### config.mk
export PLATFORM = sky130hd
export DESIGN_NAME = timer_zero_counter
export DESIGN_NICKNAME = d
export VERILOG_FILES = /design/src/timer_zero_pkg.sv /design/src/timer_zero_counter.sv
export VERILOG_INCLUDE_DIRS = /design/src
export SDC_FILE = /design/constraint.sdc
export NUM_CORES = 1
export LEC_CHECK = 0
export BUFFER_PORTS_ARGS = -buffer_cell sky130_fd_sc_hd__buf_2
export CORE_MARGIN = 8
export CORE_UTILIZATION = 30
export CTS_CLUSTER_DIAMETER = 40
export DETAILED_ROUTE_END_ITERATION = 16
export MAX_ROUTING_LAYER = met4
export PLACE_DENSITY = 0.53
export SETUP_SLACK_MARGIN = 0.02
export SLEW_MARGIN = 20
export SYNTH_ARGS = -nofsm -noshare
export SYNTH_HDL_FRONTEND = slang
export SYNTH_SLANG_ARGS = --single-unit
### constraint.sdc
create_clock -name core_clk_i -period 5.07 [get_ports core_clk_i]
set_clock_uncertainty 0.05 [all_clocks]
set_input_delay 0.507 -clock core_clk_i [delete_from_list [all_inputs] [get_ports core_clk_i]]
set_output_delay 0.507 -clock core_clk_i [all_outputs]
set_load 0.005 [all_outputs]
### src/timer_zero_cfg.svh
`ifndef TIMER_ZERO_CFG_SVH
`define TIMER_ZERO_CFG_SVH

// ----------------------------------------
// register map
// ----------------------------------------
`define CFG_ADDR_W 12
`define CFG_OFF_COUNT_LOW 12'h019c
`define CFG_OFF_COUNT_HIGH 12'h019d
`define CFG_OFF_CONTROL_A 12'h019e
`define CFG_OFF_CONTROL_B 12'h019f
`define CFG_OFF_IRQ_STATUS 12'h01a0

// ----------------------------------------
// reset values and field positions
// ----------------------------------------
`define CFG_RESET_BYTE 8'h00
`define CFG_IRQ_FLAG_BIT 0
`define CFG_IRQ_EN_BIT 1
`define CFG_OUT_BIT 5

// ----------------------------------------
// counting
// ----------------------------------------
`define CFG_PRESC_W 15
`define CFG_WIDE_MAX 16'hffff
`define CFG_WIDE_ONE 16'h0001
`define CFG_BYTE_ONE 8'h01
`define CFG_POST_ONE 4'h1

`endif

### src/timer_zero_pkg.sv
`include "timer_zero_cfg.svh"

package timer_zero_pkg;

    typedef struct packed {
        logic enable;
        logic reserved;
        logic out_level;
        logic wide_mode_select;
        logic [3:0] postscale_select;
    } control_a_t;

    typedef struct packed {
        logic [2:0] clock_source;
        logic unsynchronised_input;
        logic [3:0] prescale_select;
    } control_b_t;

    typedef enum logic [2:0] {
        SRC_PIN = 3'h0,
        SRC_PIN_INV = 3'h1,
        SRC_FOSC4 = 3'h2,
        SRC_HIGH_FREQ = 3'h3,
        SRC_LOW_FREQ = 3'h4,
        SRC_MID_FREQ = 3'h5,
        SRC_SECONDARY = 3'h6,
        SRC_LOGIC_CELL = 3'h7
    } clk_source_t;

    typedef struct packed {
        logic logic_cell_one_output;
        logic secondary_oscillator;
        logic mid_freq_internal_osc;
        logic low_freq_internal_osc;
        logic high_freq_internal_osc;
        logic fosc_div4;
        logic input_pin;
    } clk_sources_t;

    typedef struct packed {
        logic [`CFG_ADDR_W-1:0] addr;
        logic [7:0] wdata;
        logic wr;
        logic rd;
    } reg_req_t;

endpackage

### src/timer_zero_counter.sv
`timescale 1ns/10ps
`default_nettype none
`include "timer_zero_cfg.svh"

// Functional notes
// - wide select: 1 gives 16-bit, 0 8-bit
// - 8-bit: count to buffered period, clear, reload
// - wide low read latches counter high byte
// - wide low write loads high byte too
// - wide counter wraps to zero, runs freely
// - wide and enabled: count writes ignored
// - three-bit field selects eight clock sources
// - synchronous: fosc/4 paced, halted in sleep
// - asynchronous: every rising edge, sleeps on, wakes
// - hidden prescaler, sixteen ratios to 1:32768
// - prescaler cleared by low/control writes, reset
// - postscaler divides events by field plus one
// - postscaler cleared by low/control writes, reset
// - output toggles per postscaled event, readable
// - flag set whenever output toggles
// - interrupt requested when flag and enable
// - enable bit seven runs module; controls reset zero
// - prescale 1111 divides by 32768
module timer_zero_counter
    import timer_zero_pkg::*;
#(
    parameter int PRESC_W = `CFG_PRESC_W
) (
    // clock and reset
    input wire logic core_clk_i,
    input wire logic arst_n_i,
    // register port
    input wire reg_req_t reg_req_i,
    output logic [7:0] reg_rdata_o,
    // clock sources and power state
    input wire clk_sources_t clk_sources_i,
    input wire logic sleep_i,
    // timer results
    output logic timer_output_signal_o,
    output logic irq_o,
    output logic wake_o
);

    // ----------------------------------------
    // elaboration check
    // ----------------------------------------
    if (PRESC_W < `CFG_PRESC_W) begin : g_bad_width
        $error("prescaler too narrow for the largest ratio");
    end

    // ----------------------------------------
    // helpers
    // ----------------------------------------
    function automatic logic hit(input logic [`CFG_ADDR_W-1:0] a,
                                 input logic [`CFG_ADDR_W-1:0] off);
        hit = (a == off);
    endfunction

    // low n bits set: ratio two to the n
    function automatic logic [PRESC_W-1:0] ratio_mask(input logic [3:0] sel);
        ratio_mask = ~({PRESC_W{1'b1}} << sel);
    endfunction

    // ----------------------------------------
    // state
    // ----------------------------------------
    control_a_t ctrl_a_q, ctrl_a_d;
    control_b_t ctrl_b_q, ctrl_b_d;
    logic [7:0] lo_q, lo_d;
    logic [7:0] hi_cnt_q, hi_cnt_d;
    logic [7:0] hi_reg_q, hi_reg_d;
    logic [7:0] period_buf_q, period_buf_d;
    logic [PRESC_W-1:0] presc_q, presc_d;
    logic [3:0] post_q, post_d;
    logic out_q, out_d;
    logic pend_q, pend_d;
    logic flag_q, flag_d;
    logic ie_q, ie_d;
    logic src_prev_q, src_prev_d;
    logic fosc_prev_q, fosc_prev_d;
    logic [7:0] rdata_q, rdata_d;
    logic irq_q, irq_d;
    logic wake_q, wake_d;

    logic [7:0] src_vec;
    logic src_now;
    logic src_evt;
    logic fosc_rise;
    logic wr_low, wr_high, wr_ca, wr_cb, wr_irq, rd_low;
    logic wide;
    logic unsynchronised_input_mode;
    logic run;
    logic scaler_clear;
    logic presc_tick;
    logic tick;
    logic roll;
    logic toggle;
    logic [15:0] wide_next;

    // ----------------------------------------
    // source selection and edges
    // ----------------------------------------
    // sources are sampled levels; edge found against last sample
    assign src_vec = {clk_sources_i.logic_cell_one_output,
                      clk_sources_i.secondary_oscillator,
                      clk_sources_i.mid_freq_internal_osc,
                      clk_sources_i.low_freq_internal_osc,
                      clk_sources_i.high_freq_internal_osc,
                      clk_sources_i.fosc_div4,
                      ~clk_sources_i.input_pin,
                      clk_sources_i.input_pin};
    assign src_now = src_vec[ctrl_b_q.clock_source];
    assign src_evt = src_now & ~src_prev_q;
    assign fosc_rise = clk_sources_i.fosc_div4 & ~fosc_prev_q;

    // ----------------------------------------
    // register decode
    // ----------------------------------------
    assign wr_low = reg_req_i.wr & hit(reg_req_i.addr, `CFG_OFF_COUNT_LOW);
    assign wr_high = reg_req_i.wr & hit(reg_req_i.addr, `CFG_OFF_COUNT_HIGH);
    assign wr_ca = reg_req_i.wr & hit(reg_req_i.addr, `CFG_OFF_CONTROL_A);
    assign wr_cb = reg_req_i.wr & hit(reg_req_i.addr, `CFG_OFF_CONTROL_B);
    assign wr_irq = reg_req_i.wr & hit(reg_req_i.addr, `CFG_OFF_IRQ_STATUS);
    assign rd_low = reg_req_i.rd & hit(reg_req_i.addr, `CFG_OFF_COUNT_LOW);

    assign wide = ctrl_a_q.wide_mode_select;
    assign unsynchronised_input_mode = ctrl_b_q.unsynchronised_input;
    // synchronous mode stops in sleep; asynchronous keeps going
    assign run = ctrl_a_q.enable & (unsynchronised_input_mode | ~sleep_i);
    assign scaler_clear = wr_low | wr_ca | wr_cb;
    assign presc_tick = run & src_evt
        & ((presc_q & ratio_mask(ctrl_b_q.prescale_select))
           == ratio_mask(ctrl_b_q.prescale_select));
    // pending tick waits for the next fosc/4 edge: caps the rate
    assign tick = unsynchronised_input_mode ? presc_tick
                             : ((pend_q | presc_tick) & fosc_rise & ~sleep_i);
    assign wide_next = {hi_cnt_q, lo_q} + `CFG_WIDE_ONE;

    // ----------------------------------------
    // next state
    // ----------------------------------------
    always_comb begin
        ctrl_a_d = ctrl_a_q;
        ctrl_b_d = ctrl_b_q;
        lo_d = lo_q;
        hi_cnt_d = hi_cnt_q;
        hi_reg_d = hi_reg_q;
        period_buf_d = period_buf_q;
        presc_d = presc_q;
        post_d = post_q;
        out_d = out_q;
        pend_d = pend_q;
        flag_d = flag_q;
        ie_d = ie_q;
        src_prev_d = src_now;
        fosc_prev_d = clk_sources_i.fosc_div4;
        rdata_d = `CFG_RESET_BYTE;
        roll = 1'b0;
        toggle = 1'b0;

        // hidden prescaler
        if (scaler_clear) begin
            presc_d = '0;
        end else if (run & src_evt) begin
            presc_d = presc_q + PRESC_W'(1);
        end
        if (unsynchronised_input_mode | ~run | scaler_clear) begin
            pend_d = 1'b0;
        end else begin
            pend_d = (pend_q | presc_tick) & ~fosc_rise;
        end

        // counter
        if (tick) begin
            if (wide) begin
                {hi_cnt_d, lo_d} = wide_next;
                roll = ({hi_cnt_q, lo_q} == `CFG_WIDE_MAX);
            end else if (lo_q == period_buf_q) begin
                lo_d = `CFG_RESET_BYTE;
                period_buf_d = hi_reg_q;
                roll = 1'b1;
            end else begin
                lo_d = lo_q + `CFG_BYTE_ONE;
            end
        end

        // count byte access; a write overrides a same-cycle count
        if (wr_low & ~(ctrl_a_q.enable & wide)) begin
            lo_d = reg_req_i.wdata;
            if (wide) begin
                hi_cnt_d = hi_reg_q;
            end
        end
        if (wr_high) begin
            hi_reg_d = reg_req_i.wdata;
        end
        if (rd_low & wide) begin
            hi_reg_d = hi_cnt_q;
        end

        // postscaler and output
        if (scaler_clear) begin
            post_d = 4'h0;
        end else if (roll) begin
            if (post_q == ctrl_a_q.postscale_select) begin
                post_d = 4'h0;
                out_d = ~out_q;
                toggle = 1'b1;
            end else begin
                post_d = post_q + `CFG_POST_ONE;
            end
        end

        // control registers; output level bit is read only
        if (wr_ca) begin
            ctrl_a_d = control_a_t'(reg_req_i.wdata);
            ctrl_a_d.reserved = 1'b0;
            ctrl_a_d.out_level = 1'b0;
        end
        if (wr_cb) begin
            ctrl_b_d = control_b_t'(reg_req_i.wdata);
        end

        // flag: write one to clear, a set in the same cycle wins
        if (wr_irq) begin
            ie_d = reg_req_i.wdata[`CFG_IRQ_EN_BIT];
            if (reg_req_i.wdata[`CFG_IRQ_FLAG_BIT]) begin
                flag_d = 1'b0;
            end
        end
        if (toggle) begin
            flag_d = 1'b1;
        end

        // read data, valid the cycle after the strobe only
        if (reg_req_i.rd) begin
            case (reg_req_i.addr)
                `CFG_OFF_COUNT_LOW: rdata_d = lo_q;
                `CFG_OFF_COUNT_HIGH: rdata_d = hi_reg_q;
                `CFG_OFF_CONTROL_A: begin
                    rdata_d = ctrl_a_q;
                    rdata_d[`CFG_OUT_BIT] = out_q;
                end
                `CFG_OFF_CONTROL_B: rdata_d = ctrl_b_q;
                `CFG_OFF_IRQ_STATUS: begin
                    rdata_d[`CFG_IRQ_FLAG_BIT] = flag_q;
                    rdata_d[`CFG_IRQ_EN_BIT] = ie_q;
                end
                default: rdata_d = `CFG_RESET_BYTE;
            endcase
        end

        irq_d = flag_d & ie_d;
        // only an asynchronous timer can run to wake the core
        wake_d = flag_d & ie_d & unsynchronised_input_mode & sleep_i;
    end

    // ----------------------------------------
    // registers
    // ----------------------------------------
    always_ff @(posedge core_clk_i or negedge arst_n_i) begin
        if (!arst_n_i) begin
            ctrl_a_q <= control_a_t'(`CFG_RESET_BYTE);
            ctrl_b_q <= control_b_t'(`CFG_RESET_BYTE);
            lo_q <= `CFG_RESET_BYTE;
            hi_cnt_q <= `CFG_RESET_BYTE;
            hi_reg_q <= `CFG_RESET_BYTE;
            period_buf_q <= `CFG_RESET_BYTE;
            presc_q <= '0;
            post_q <= 4'h0;
            out_q <= 1'b0;
            pend_q <= 1'b0;
            flag_q <= 1'b0;
            ie_q <= 1'b0;
            src_prev_q <= 1'b0;
            fosc_prev_q <= 1'b0;
            rdata_q <= `CFG_RESET_BYTE;
            irq_q <= 1'b0;
            wake_q <= 1'b0;
        end else begin
            ctrl_a_q <= ctrl_a_d;
            ctrl_b_q <= ctrl_b_d;
            lo_q <= lo_d;
            hi_cnt_q <= hi_cnt_d;
            hi_reg_q <= hi_reg_d;
            period_buf_q <= period_buf_d;
            presc_q <= presc_d;
            post_q <= post_d;
            out_q <= out_d;
            pend_q <= pend_d;
            flag_q <= flag_d;
            ie_q <= ie_d;
            src_prev_q <= src_prev_d;
            fosc_prev_q <= fosc_prev_d;
            rdata_q <= rdata_d;
            irq_q <= irq_d;
            wake_q <= wake_d;
        end
    end

    assign reg_rdata_o = rdata_q;
    assign timer_output_signal_o = out_q;
    assign irq_o = irq_q;
    assign wake_o = wake_q;

    // ----------------------------------------
    // checks
    // ----------------------------------------
    a_wide_read_latch: assert property (@(posedge core_clk_i) disable iff (!arst_n_i)
        (rd_low & wide) |=> hi_reg_q == $past(hi_cnt_q))
        else $error("high byte not latched on low read");

    a_wide_write_load: assert property (@(posedge core_clk_i) disable iff (!arst_n_i)
        (wr_low & wide & ~ctrl_a_q.enable) |=>
        {hi_cnt_q, lo_q} == {$past(hi_reg_q), $past(reg_req_i.wdata)})
        else $error("wide write did not load both bytes");

    a_wide_wrap: assert property (@(posedge core_clk_i) disable iff (!arst_n_i)
        (tick & wide & {hi_cnt_q, lo_q} == `CFG_WIDE_MAX & ~wr_low) |=>
        {hi_cnt_q, lo_q} == 16'h0000)
        else $error("wide counter did not wrap to zero");

    a_write_ignored: assert property (@(posedge core_clk_i) disable iff (!arst_n_i)
        (wr_low & wide & ctrl_a_q.enable & ~tick) |=> $stable(lo_q) && $stable(hi_cnt_q))
        else $error("count written while running wide");

    a_period_match: assert property (@(posedge core_clk_i) disable iff (!arst_n_i)
        (tick & ~wide & lo_q == period_buf_q & ~wr_low) |=>
        lo_q == 8'h00 && period_buf_q == $past(hi_reg_q))
        else $error("period match did not clear and reload");

    a_sync_sleep_halt: assert property (@(posedge core_clk_i) disable iff (!arst_n_i)
        (~unsynchronised_input_mode & sleep_i & ~reg_req_i.wr)[*2] |=> $stable(lo_q) && $stable(hi_cnt_q))
        else $error("synchronous counter moved in sleep");

    a_prescale_clear: assert property (@(posedge core_clk_i) disable iff (!arst_n_i)
        (wr_low | wr_ca | wr_cb) |=> presc_q == '0 && post_q == 4'h0)
        else $error("scalers not cleared by write");

    a_postscale_toggle: assert property (@(posedge core_clk_i) disable iff (!arst_n_i)
        (roll & ~scaler_clear & post_q == ctrl_a_q.postscale_select) |=>
        out_q != $past(out_q) && post_q == 4'h0)
        else $error("output did not toggle at postscale count");

    a_flag_on_toggle: assert property (@(posedge core_clk_i) disable iff (!arst_n_i)
        (out_q != $past(out_q)) |-> flag_q)
        else $error("flag not set when output toggled");

    a_irq_request: assert property (@(posedge core_clk_i) disable iff (!arst_n_i)
        (flag_q & ie_q) |-> irq_o)
        else $error("interrupt not requested");

    a_disabled_still: assert property (@(posedge core_clk_i) disable iff (!arst_n_i)
        (~ctrl_a_q.enable & ~reg_req_i.wr) |=> $stable(lo_q) && $stable(out_q))
        else $error("timer moved while disabled");

    a_narrow_step: assert property (@(posedge core_clk_i) disable iff (!arst_n_i)
        (tick & ~wide & lo_q != period_buf_q & ~wr_low) |=>
        lo_q == $past(lo_q) + `CFG_BYTE_ONE)
        else $error("narrow counter did not step by one");

    a_wide_step: assert property (@(posedge core_clk_i) disable iff (!arst_n_i)
        (tick & wide & ~wr_low) |=>
        {hi_cnt_q, lo_q} == $past({hi_cnt_q, lo_q}) + `CFG_WIDE_ONE)
        else $error("wide counter did not step by one");

    a_sync_rate: assert property (@(posedge core_clk_i) disable iff (!arst_n_i)
        (~unsynchronised_input_mode & ~fosc_rise & ~wr_low) |=> $stable(lo_q) && $stable(hi_cnt_q))
        else $error("synchronous counter stepped off the fosc/4 edge");

    a_wake_unsynchronised_input: assert property (@(posedge core_clk_i) disable iff (!arst_n_i)
        (flag_q & ie_q & unsynchronised_input_mode & sleep_i & ~reg_req_i.wr) |=> wake_o)
        else $error("asynchronous timer did not wake the core");

endmodule

`default_nettype wire

==> impl_metrics.tcl, run 1 <==
set metrics [dict create \
    outcome "finished clean" \
    portBuffers 42 \
    ant_nets 0 \
    post_cts_buffers 0 \
    path_max_fanout 28 \
    cp.required_ns 5.28 \
    switching_power_mw 0.306 \
    rr_worst_depth 7 \
    whs_ns 0.146 \
    grt_max_degree 82 \
    grt_usage 0.131 \
    numCtsBuffers 9 \
    p_int_mw 1.16 \
    ys_warn_count 0 \
    grt.overflow.total 0 \
    rsz0062_at_grt "false" \
    leakagePower_nw 2.36 \
    antenna_found_initial 1 \
    grt_pass1_wl_um 19700 \
    hold_class "input port to asynchronous set/reset pin" \
    path_cells "mux2_1 > mux4_2 > and2_4 > o211ai_4 > o31a_1 > o21ai_0 > a31oi_1" \
    dr.pass1.iters 5 \
    io_pins 43 \
    clock.fmax_ghz 0.324 \
    ys_types 52 \
    slew_viol_final 0 \
    fin_nets 519 \
    routed-via-count 3670 \
    power_frac_seq 0.445 \
    die-area_um2 19100 \
    async_flop_share 1.00 \
    cts_resized 0 \
    slowest_delay_ns 0.87 \
    start_util 0.307 \
    die_w_um 138 \
    cts_tree "yes" \
    power_density_nw_per_um2 281 \
    setup_tns_ns 0 \
    cts_sinks 81 \
    clk_path_buf_depth 2 \
    cts_hold_buffers 0 \
    switching_share 0.208 \
    nFillCells 1433 \
    finalSetupViolCount 0 \
    grt_pass1_vias 3464 \
    combPwrFrac 0.039 \
    insertion_delay_ns 0.34 \
    ir_drop_mv 0.154 \
    dp_hpwl_um 8570 \
    core_um2 14600 \
    die_y_um 138 \
    place.gp.congestion 0.790 \
    ys_seq_area_frac 0.452 \
    totalWireLength_um 12100 \
    synth_top_area_share 0.452 \
    power_mw 1.47 \
    cp.arrival_ns 3.29 \
    r2r_slack_ns 1.99 \
    maxSlewHeadroom 0.276 \
    rows 44 \
    clkPwrFrac 0.516 \
    root_buffer "clkbuf_16" \
    cp-end-kind "flop" \
    synthCells 450 \
    ys_ff_latch 81 \
    worst_slew_pin_slew_ns 1.09 \
    worst_path_max_delay_cell "o31a_1" \
    avgSynthCellArea_um2 9.97 \
    yosysMostFrequentCell "dfrtp_1" \
    synth_nets 485 \
    post-synth-top-area-cell "dfrtp_1" \
    wl_per_cell_um 18.0 \
    synth_edf_count 0 \
    drt_iter0_markers 247 \
    maxCapViolCount 0 \
    drive_above_1_share 0.192 \
    synth_area_leaders "dfrtp_1, mux2_2, nor2_1" \
    critPathKind "flop to flop" \
    area_delta_synth_final_pct 16.2 \
    syn_area_um2 4480 \
    vias_per_cell 5.45 \
    ys_top_cells_by_count "dfrtp_1, nor2_1, nand3_1" \
    h-tree-depth 3 \
    period_needed_ns 3.08 \
    finalCritPeriodShare 0.608 \
    drc 0 \
    critPathLaunchType "flop" \
    clk_pin_slew_worst_paths_ns 0.06 \
    hold_violations 0 \
    synth_ff_type "dfrtp_1" \
]
-- critical path, delay by kind of cell (launching register included) --
family / cells / cell delay, ns
compound gates: 4 / 1.40
mux: 2 / 0.86
flops: 1 / 0.48
simple gates: 1 / 0.20
-- cell type report --
class,instances,area [um^2],area share
clock inverters,6,105,0.0202
well taps,184,230,0.0442
flip-flops and latches,81,2030,0.389
multi-input cells,338,2330,0.447
clock buffers,10,239,0.0459
repair buffers,47,254,0.0487
inverters,7,26.3,0.00504
diodes,1,2.50,0.000480
-- final timing paths --
kind | from | to
worst max-delay path | ctrl_b_q[5] | lo_q[6]
worst min-delay path | arst_n_i | presc_q[5]
worst max register to register | ctrl_b_q[5] | lo_q[6]
worst min register to register | period_buf_q[2] | period_buf_q[2]
max in group asynchronous | arst_n_i | ctrl_b_q[7]
min in group core_clk_i | clk_sources_i[1] | fosc_prev_q
-- stage by stage --
step | utilization | std cells | setup WS (ns) | instance area [um^2]
2_1_floorplan | - | 450 | 2.56 | 4480
3_3_place_gp | 0.333 | 657 | 2.00 | 4860
3_5_place_dp | 0.333 | 657 | 1.90 | 4860
4_1_cts | 0.356 | 673 | 1.95 | 5200
5_1_grt | 0.357 | 674 | 1.82 | 5210
6_report | 0.357 | 674 | 1.99 | 5210
-- layout by cell type (no fill, tap or decap), types with 4 or more instances in the layout --
master,instances
and2_1,4
nand3b_1,6
nand3_1,29
xor2_1,13
nor2_1,52
nor4_1,5
and3_1,20
nand2_1,27
dfrtp_1,81
inv_1,7
nand4_1,12
buf_4,5
nand2b_1,7
buf_2,41
mux4_2,7
nor4b_1,4
nor2b_1,8
a31oi_1,8
o21ai_0,20
nor3_1,6
mux2_1,5
a211oi_1,5
mux2_2,20
mux2i_1,10
clkbuf_16,9
a21oi_1,17
xnor2_1,13
-- power by group through the flow --
stage / sequential, mW / combinational (mW) / clock (mW)
after floorplan: 0.662 / 0.0198 / 0
after global placement: 0.664 / 0.0570 / 0
final: 0.652 / 0.0572 / 0.757
after detailed placement: 0.663 / 0.0580 / 0
after CTS: 0.652 / 0.0580 / 0.768
after global routing: 0.652 / 0.0637 / 0.802
-- layer usage --
metal | wire (um) | track usage
met2 | 5200 | 0.182
met4 | 265 | 0.0629
met5 | 0 | -
met1 | 5890 | 0.179
met3 | 761 | 0.0216
-- cells by family (layout without fill, tap and decap cells) --
| group | count (synthesis) | after routing | share of synthesized area |
|---|---|---|---|
| muxes | 43 | 43 | 0.126 |
| AOI/OAI and AO/OA | 71 | 71 | 0.104 |
| buffers and inverters | 31 | 70 | 0.0301 |
| xor gates and xnor gates | 26 | 26 | 0.0508 |
| adders and majority gates | 3 | 3 | 0.00837 |
| DFF | 81 | 81 | 0.452 |
| and+or+nand+nor | 195 | 195 | 0.229 |
| other | 0 | 1 | 0 |
-- flip-flops by register name, indices dropped and copies added (netlist names), 4 cells and up, named ones only --
name          cells
presc_q          15
hi_reg_q          8
lo_q              8
period_buf_q      8
reg_rdata_o       8
ctrl_b_q          7
ctrl_a_q          5
post_q            4
Note: power is estimated with default switching activity, not from simulation.
==> inputs of run 2 (changes only) <==
Clock period 5.07 ns to 3.19 ns, I/O delays scaled along.
==> impl_metrics.tcl, run 2 (synthesized netlist as in run 1, its figures left out) <==
set metrics [dict create \
    crit_start "ctrl_b_q[5]" \
    io_pins 43 \
    numCtsBuffers 9 \
    fin_nets 526 \
    pre_cts_ws_ns 0.210 \
    ir_drop_mv 0.260 \
    grt_pass1_vias 3622 \
    p_int_mw 1.79 \
    violations "hold timing" \
    cp.arrival_ns 3.14 \
    power_frac_seq 0.455 \
    die-area_um2 19100 \
    setup_ws_ns 0.218 \
    combPwrFrac 0.041 \
    ant_nets 0 \
    wl_per_cell_um 18.1 \
    final_design_area_no_fill_um2 5260 \
    clkPwrFrac 0.504 \
    final_cell_mix "dfrtp_1, nor2_1, buf_2, nand3_1, nand2_1" \
    grtUsageMet1 0.173 \
    root_buffer "clkbuf_16" \
    final_common_cell "dfrtp_1" \
    clk_path_buf_depth 2 \
    portBuffers 42 \
    h-tree-depth 3 \
    grt_usage 0.132 \
    period_needed_ns 2.97 \
    critPathKind "flop to flop" \
    totalWireLength_um 12300 \
    place.gp.congestion 0.836 \
    rsz0062_at_grt "false" \
    placed_area_um2 4920 \
    finalSetupViolCount 0 \
    start_util 0.307 \
    multi_input_area_um2 2330 \
    cts_hold_buffers 0 \
    cp.required_ns 3.35 \
    insertion_delay_ns 0.33 \
    drive_above_1_share 0.200 \
    die_y_um 138 \
    switching_power_mw 0.486 \
    power_density_nw_per_um2 433 \
    largest_register "presc_q" \
    dr.pass1.iters 4 \
    vias_per_cell 5.30 \
    whs_ns -0.0284 \
    maxSlewHeadroom 0.337 \
    slew_viol_final 0 \
    nFillCells 1448 \
    use_met2 0.200 \
    dp.cells 664 \
    maxCapViolCount 0 \
    leakagePower_nw 2.38 \
    grt.overflow.total 0 \
    met3_usage 0.0295 \
    hold_class "input port to asynchronous set/reset pin" \
    core_um2 14600 \
    drt_iter0_markers 358 \
    hold_violations 22 \
    grt_max_degree 82 \
    die_w_um 138 \
    final-instance-count-excl-fill 681 \
    grt_pass1_wl_um 20200 \
    area_delta_synth_final_pct 17.2 \
    outcome "finished with violations" \
    antenna_found_initial 2 \
    busiest_layer "met2" \
    switching_share 0.214 \
    dp_hpwl_um 8800 \
    cts_sinks 81 \
    r2r_slack_ns 0.22 \
    largest_register_ffs 15 \
    clock.fmax_ghz 0.336 \
    clk_pin_slew_worst_paths_ns 0.06 \
    cts_tree "yes" \
    worst_slew_pin_slew_ns 0.990 \
    finalCritPeriodShare 0.932 \
    critPathLaunchType "flop" \
    cp-end-kind "flop" \
    r2r-start "ctrl_b_q[5]" \
    drc 0 \
    rows 44 \
    routed-via-count 3609 \
    final-seq-area_um2 2030 \
    path_max_fanout 15 \
]
## run 2: critical path: stages (launching register included)
cell and delay (ns):
dfrtp_1 0.45, mux2_1 0.22, mux4_2 0.28, and2_4 0.20
o211ai_4 0.09, o31ai_4 0.69, and2_1 0.48, mux2_2 0.38
## run 2: power groups by stage
stage	logic [mW]	registers, mW	clock network (mW)
6_report	0.0922	1.03	1.15
5_1_grt	0.103	1.03	1.21
4_1_cts	0.0939	1.03	1.17
3_5_place_dp	0.0936	1.05	0
3_3_place_gp	0.0916	1.05	0
2_1_floorplan	0.0315	1.05	0
## run 2: repair_timing
item,4_1_cts,5_1_grt
setup buffers,0,0
endpoints found under the setup margin,0,2
resized for setup,0,0
## run 2: path summary, 6_finish.rpt
path                                        end  cells past startpoint
worst max-delay path            period_buf_q[0]                      7
worst min-delay path                 presc_q[9]                      1
worst max register to register  period_buf_q[0]                      7
worst min register to register  period_buf_q[1]                      1
max in group asynchronous        reg_rdata_o[4]                      1
min in group core_clk_i             fosc_prev_q                      1
## run 2: per-stage QoR
stage | TNS [ns] | utilization | power, mW
2_1_floorplan | 0 | - | 1.08
3_3_place_gp | -0.0241 | 0.336 | 1.15
3_5_place_dp | 0 | 0.337 | 1.15
4_1_cts | 0 | 0.360 | 2.30
5_1_grt | 0 | 0.360 | 2.35
6_report | 0 | 0.360 | 2.27
## run 2: layer usage
layer  share of wire  wire [um]
met5               0          0
met4           0.011        137
met3           0.052        643
met2            0.45       5600
met1            0.48       5920
## run 2: cell type report
type,count,area share
clock inverter,4,0.0145
antenna,2,0.000952
inverter,7,0.00500
timing repair buffer,54,0.0583
multi-input combinational,338,0.444
sequential,81,0.386
tap,184,0.0438
clock buffer,11,0.0481
==> inputs of run 3 (changes only) <==
Settings changed: MAX_ROUTING_LAYER met4 to not set.
==> impl_metrics.tcl, run 3 (synthesized netlist as in run 1, its figures left out) <==
set metrics [dict create \
    r2r-start "ctrl_b_q[5]" \
    largest_register "presc_q" \
    maxSlewHeadroom 0.342 \
    use_met2 0.200 \
    path_max_fanout 15 \
    rr_worst_depth 7 \
    cp.arrival_ns 3.15 \
    ir_drop_mv 0.260 \
    hold_class "input port to asynchronous set/reset pin" \
    totalWireLength_um 12300 \
    period_needed_ns 2.99 \
    slew_viol_final 0 \
    place.gp.congestion 0.823 \
    drc 0 \
    die_w_um 138 \
    area_delta_synth_final_pct 17.1 \
    met3_usage 0.0305 \
    portBuffers 42 \
    post_cts_buffers 0 \
    placed_area_um2 4920 \
    cp.required_ns 3.36 \
    maxCapViolCount 0 \
    cp-end-kind "flop" \
    outcome "finished with violations" \
    drive_above_1_share 0.200 \
    finalCritPeriodShare 0.936 \
    clock.fmax_ghz 0.335 \
    vias_per_cell 5.33 \
    wl_per_cell_um 18.1 \
    io_pins 43 \
    critPathKind "flop to flop" \
    dr.pass1.iters 5 \
    grt_usage 0.128 \
    root_buffer "clkbuf_16" \
    r2r_slack_ns 0.20 \
    grt.overflow.total 0 \
    h-tree-depth 3 \
    start_util 0.307 \
    dp_hpwl_um 8800 \
    cts_sinks 81 \
    violations "hold timing" \
    num_antenna_cells 0 \
    grt_pass1_wl_um 20200 \
    die_y_um 138 \
    core_um2 14600 \
    rsz0062_at_grt "false" \
    final_cell_mix "dfrtp_1, nor2_1, buf_2, nand3_1, nand2_1" \
    final_design_area_no_fill_um2 5250 \
    final_common_cell "dfrtp_1" \
    grt_max_degree 82 \
    rows 44 \
    whs_ns -0.0275 \
    clk_path_buf_depth 2 \
    fin_util 0.360 \
    crit_start "ctrl_b_q[5]" \
    leakagePower_nw 2.38 \
    fin_nets 526 \
    die-area_um2 19100 \
    r2r-end "period_buf_q[7]" \
    routed-via-count 3617 \
    grtUsageMet1 0.173 \
    power_mw 2.27 \
    insertion_delay_ns 0.33 \
    hold_violations 26 \
    grt_pass1_vias 3622 \
    finalSetupViolCount 0 \
    nFillCells 1448 \
    clk_pin_slew_worst_paths_ns 0.06 \
    numCtsBuffers 9 \
    largest_register_ffs 15 \
    drt_iter0_markers 370 \
    power_density_nw_per_um2 433 \
    cts_tree "yes" \
    worst_slew_pin_slew_ns 0.983 \
    busiest_layer "met2" \
    ant_nets 0 \
    antenna_found_initial 2 \
    critPathLaunchType "flop" \
]
## run 3: cell types whose count changed in the layout (fill, tap and decap cells not counted)
cell     delta
diode_2     -2
## run 3: repair_timing
action / CTS / global route
gates resized for setup: 0 / 0
hold buffers: 0 / 0
endpoints found under the setup margin: 0 / 2
## run 3: area by class of cell
type	instances	area, um^2	area share
multi-input cells	338	2330	0.444
flip-flops and latches	81	2030	0.386
repair buffers	54	307	0.0584
clock buffers	11	253	0.0481
well taps	184	230	0.0439
clock inverters	4	76.3	0.0145
inverters	7	26.3	0.00500
## run 3: how the worst max path moves through the flow
stage	cells after the start	endpoint	slack, ns
finish	7	period_buf_q[7]	0.20
global route	7	period_buf_q[7]	0.06
CTS	7	period_buf_q[7]	0.19
detailed placement	7	period_buf_q[7]	0.21
global placement	7	period_buf_q[0]	-0.005
floorplan	9	period_buf_q[1]	0.73
## run 3: routing by layer
metal  part of all wire  vias to the layer above
met5             0.0019                        -
met3              0.048                       12
li1                   -                     1722
met4              0.010                        4
met2               0.46                       84
met1               0.48                     1795
## run 3: metrics by stage
stage	hold slack [ns]	setup WS, ns	cells	setup TNS [ns]
2_1_floorplan	-0.0266	0.728	450	0
3_3_place_gp	0.404	-0.00516	664	-0.0241
3_5_place_dp	0.415	0.210	664	0
4_1_cts	0.0576	0.191	679	0
5_1_grt	0.0358	0.0569	679	0
6_report	-0.0275	0.203	679	0
## run 3: critical path: stages (launching register included)
cell and delay [ns]:
dfrtp_1 0.45, mux2_1 0.22, mux4_2 0.28, and2_4 0.20, o211ai_4 0.09, o31ai_4 0.71
and2_1 0.48, mux2_2 0.39
## run 3: report_power, final
part | switching [mW] | total (mW) | internal (mW)
Sequential | 0.00411 | 1.03 | 1.03
Clock | 0.419 | 1.14 | 0.726
Combinational | 0.0607 | 0.0921 | 0.0314
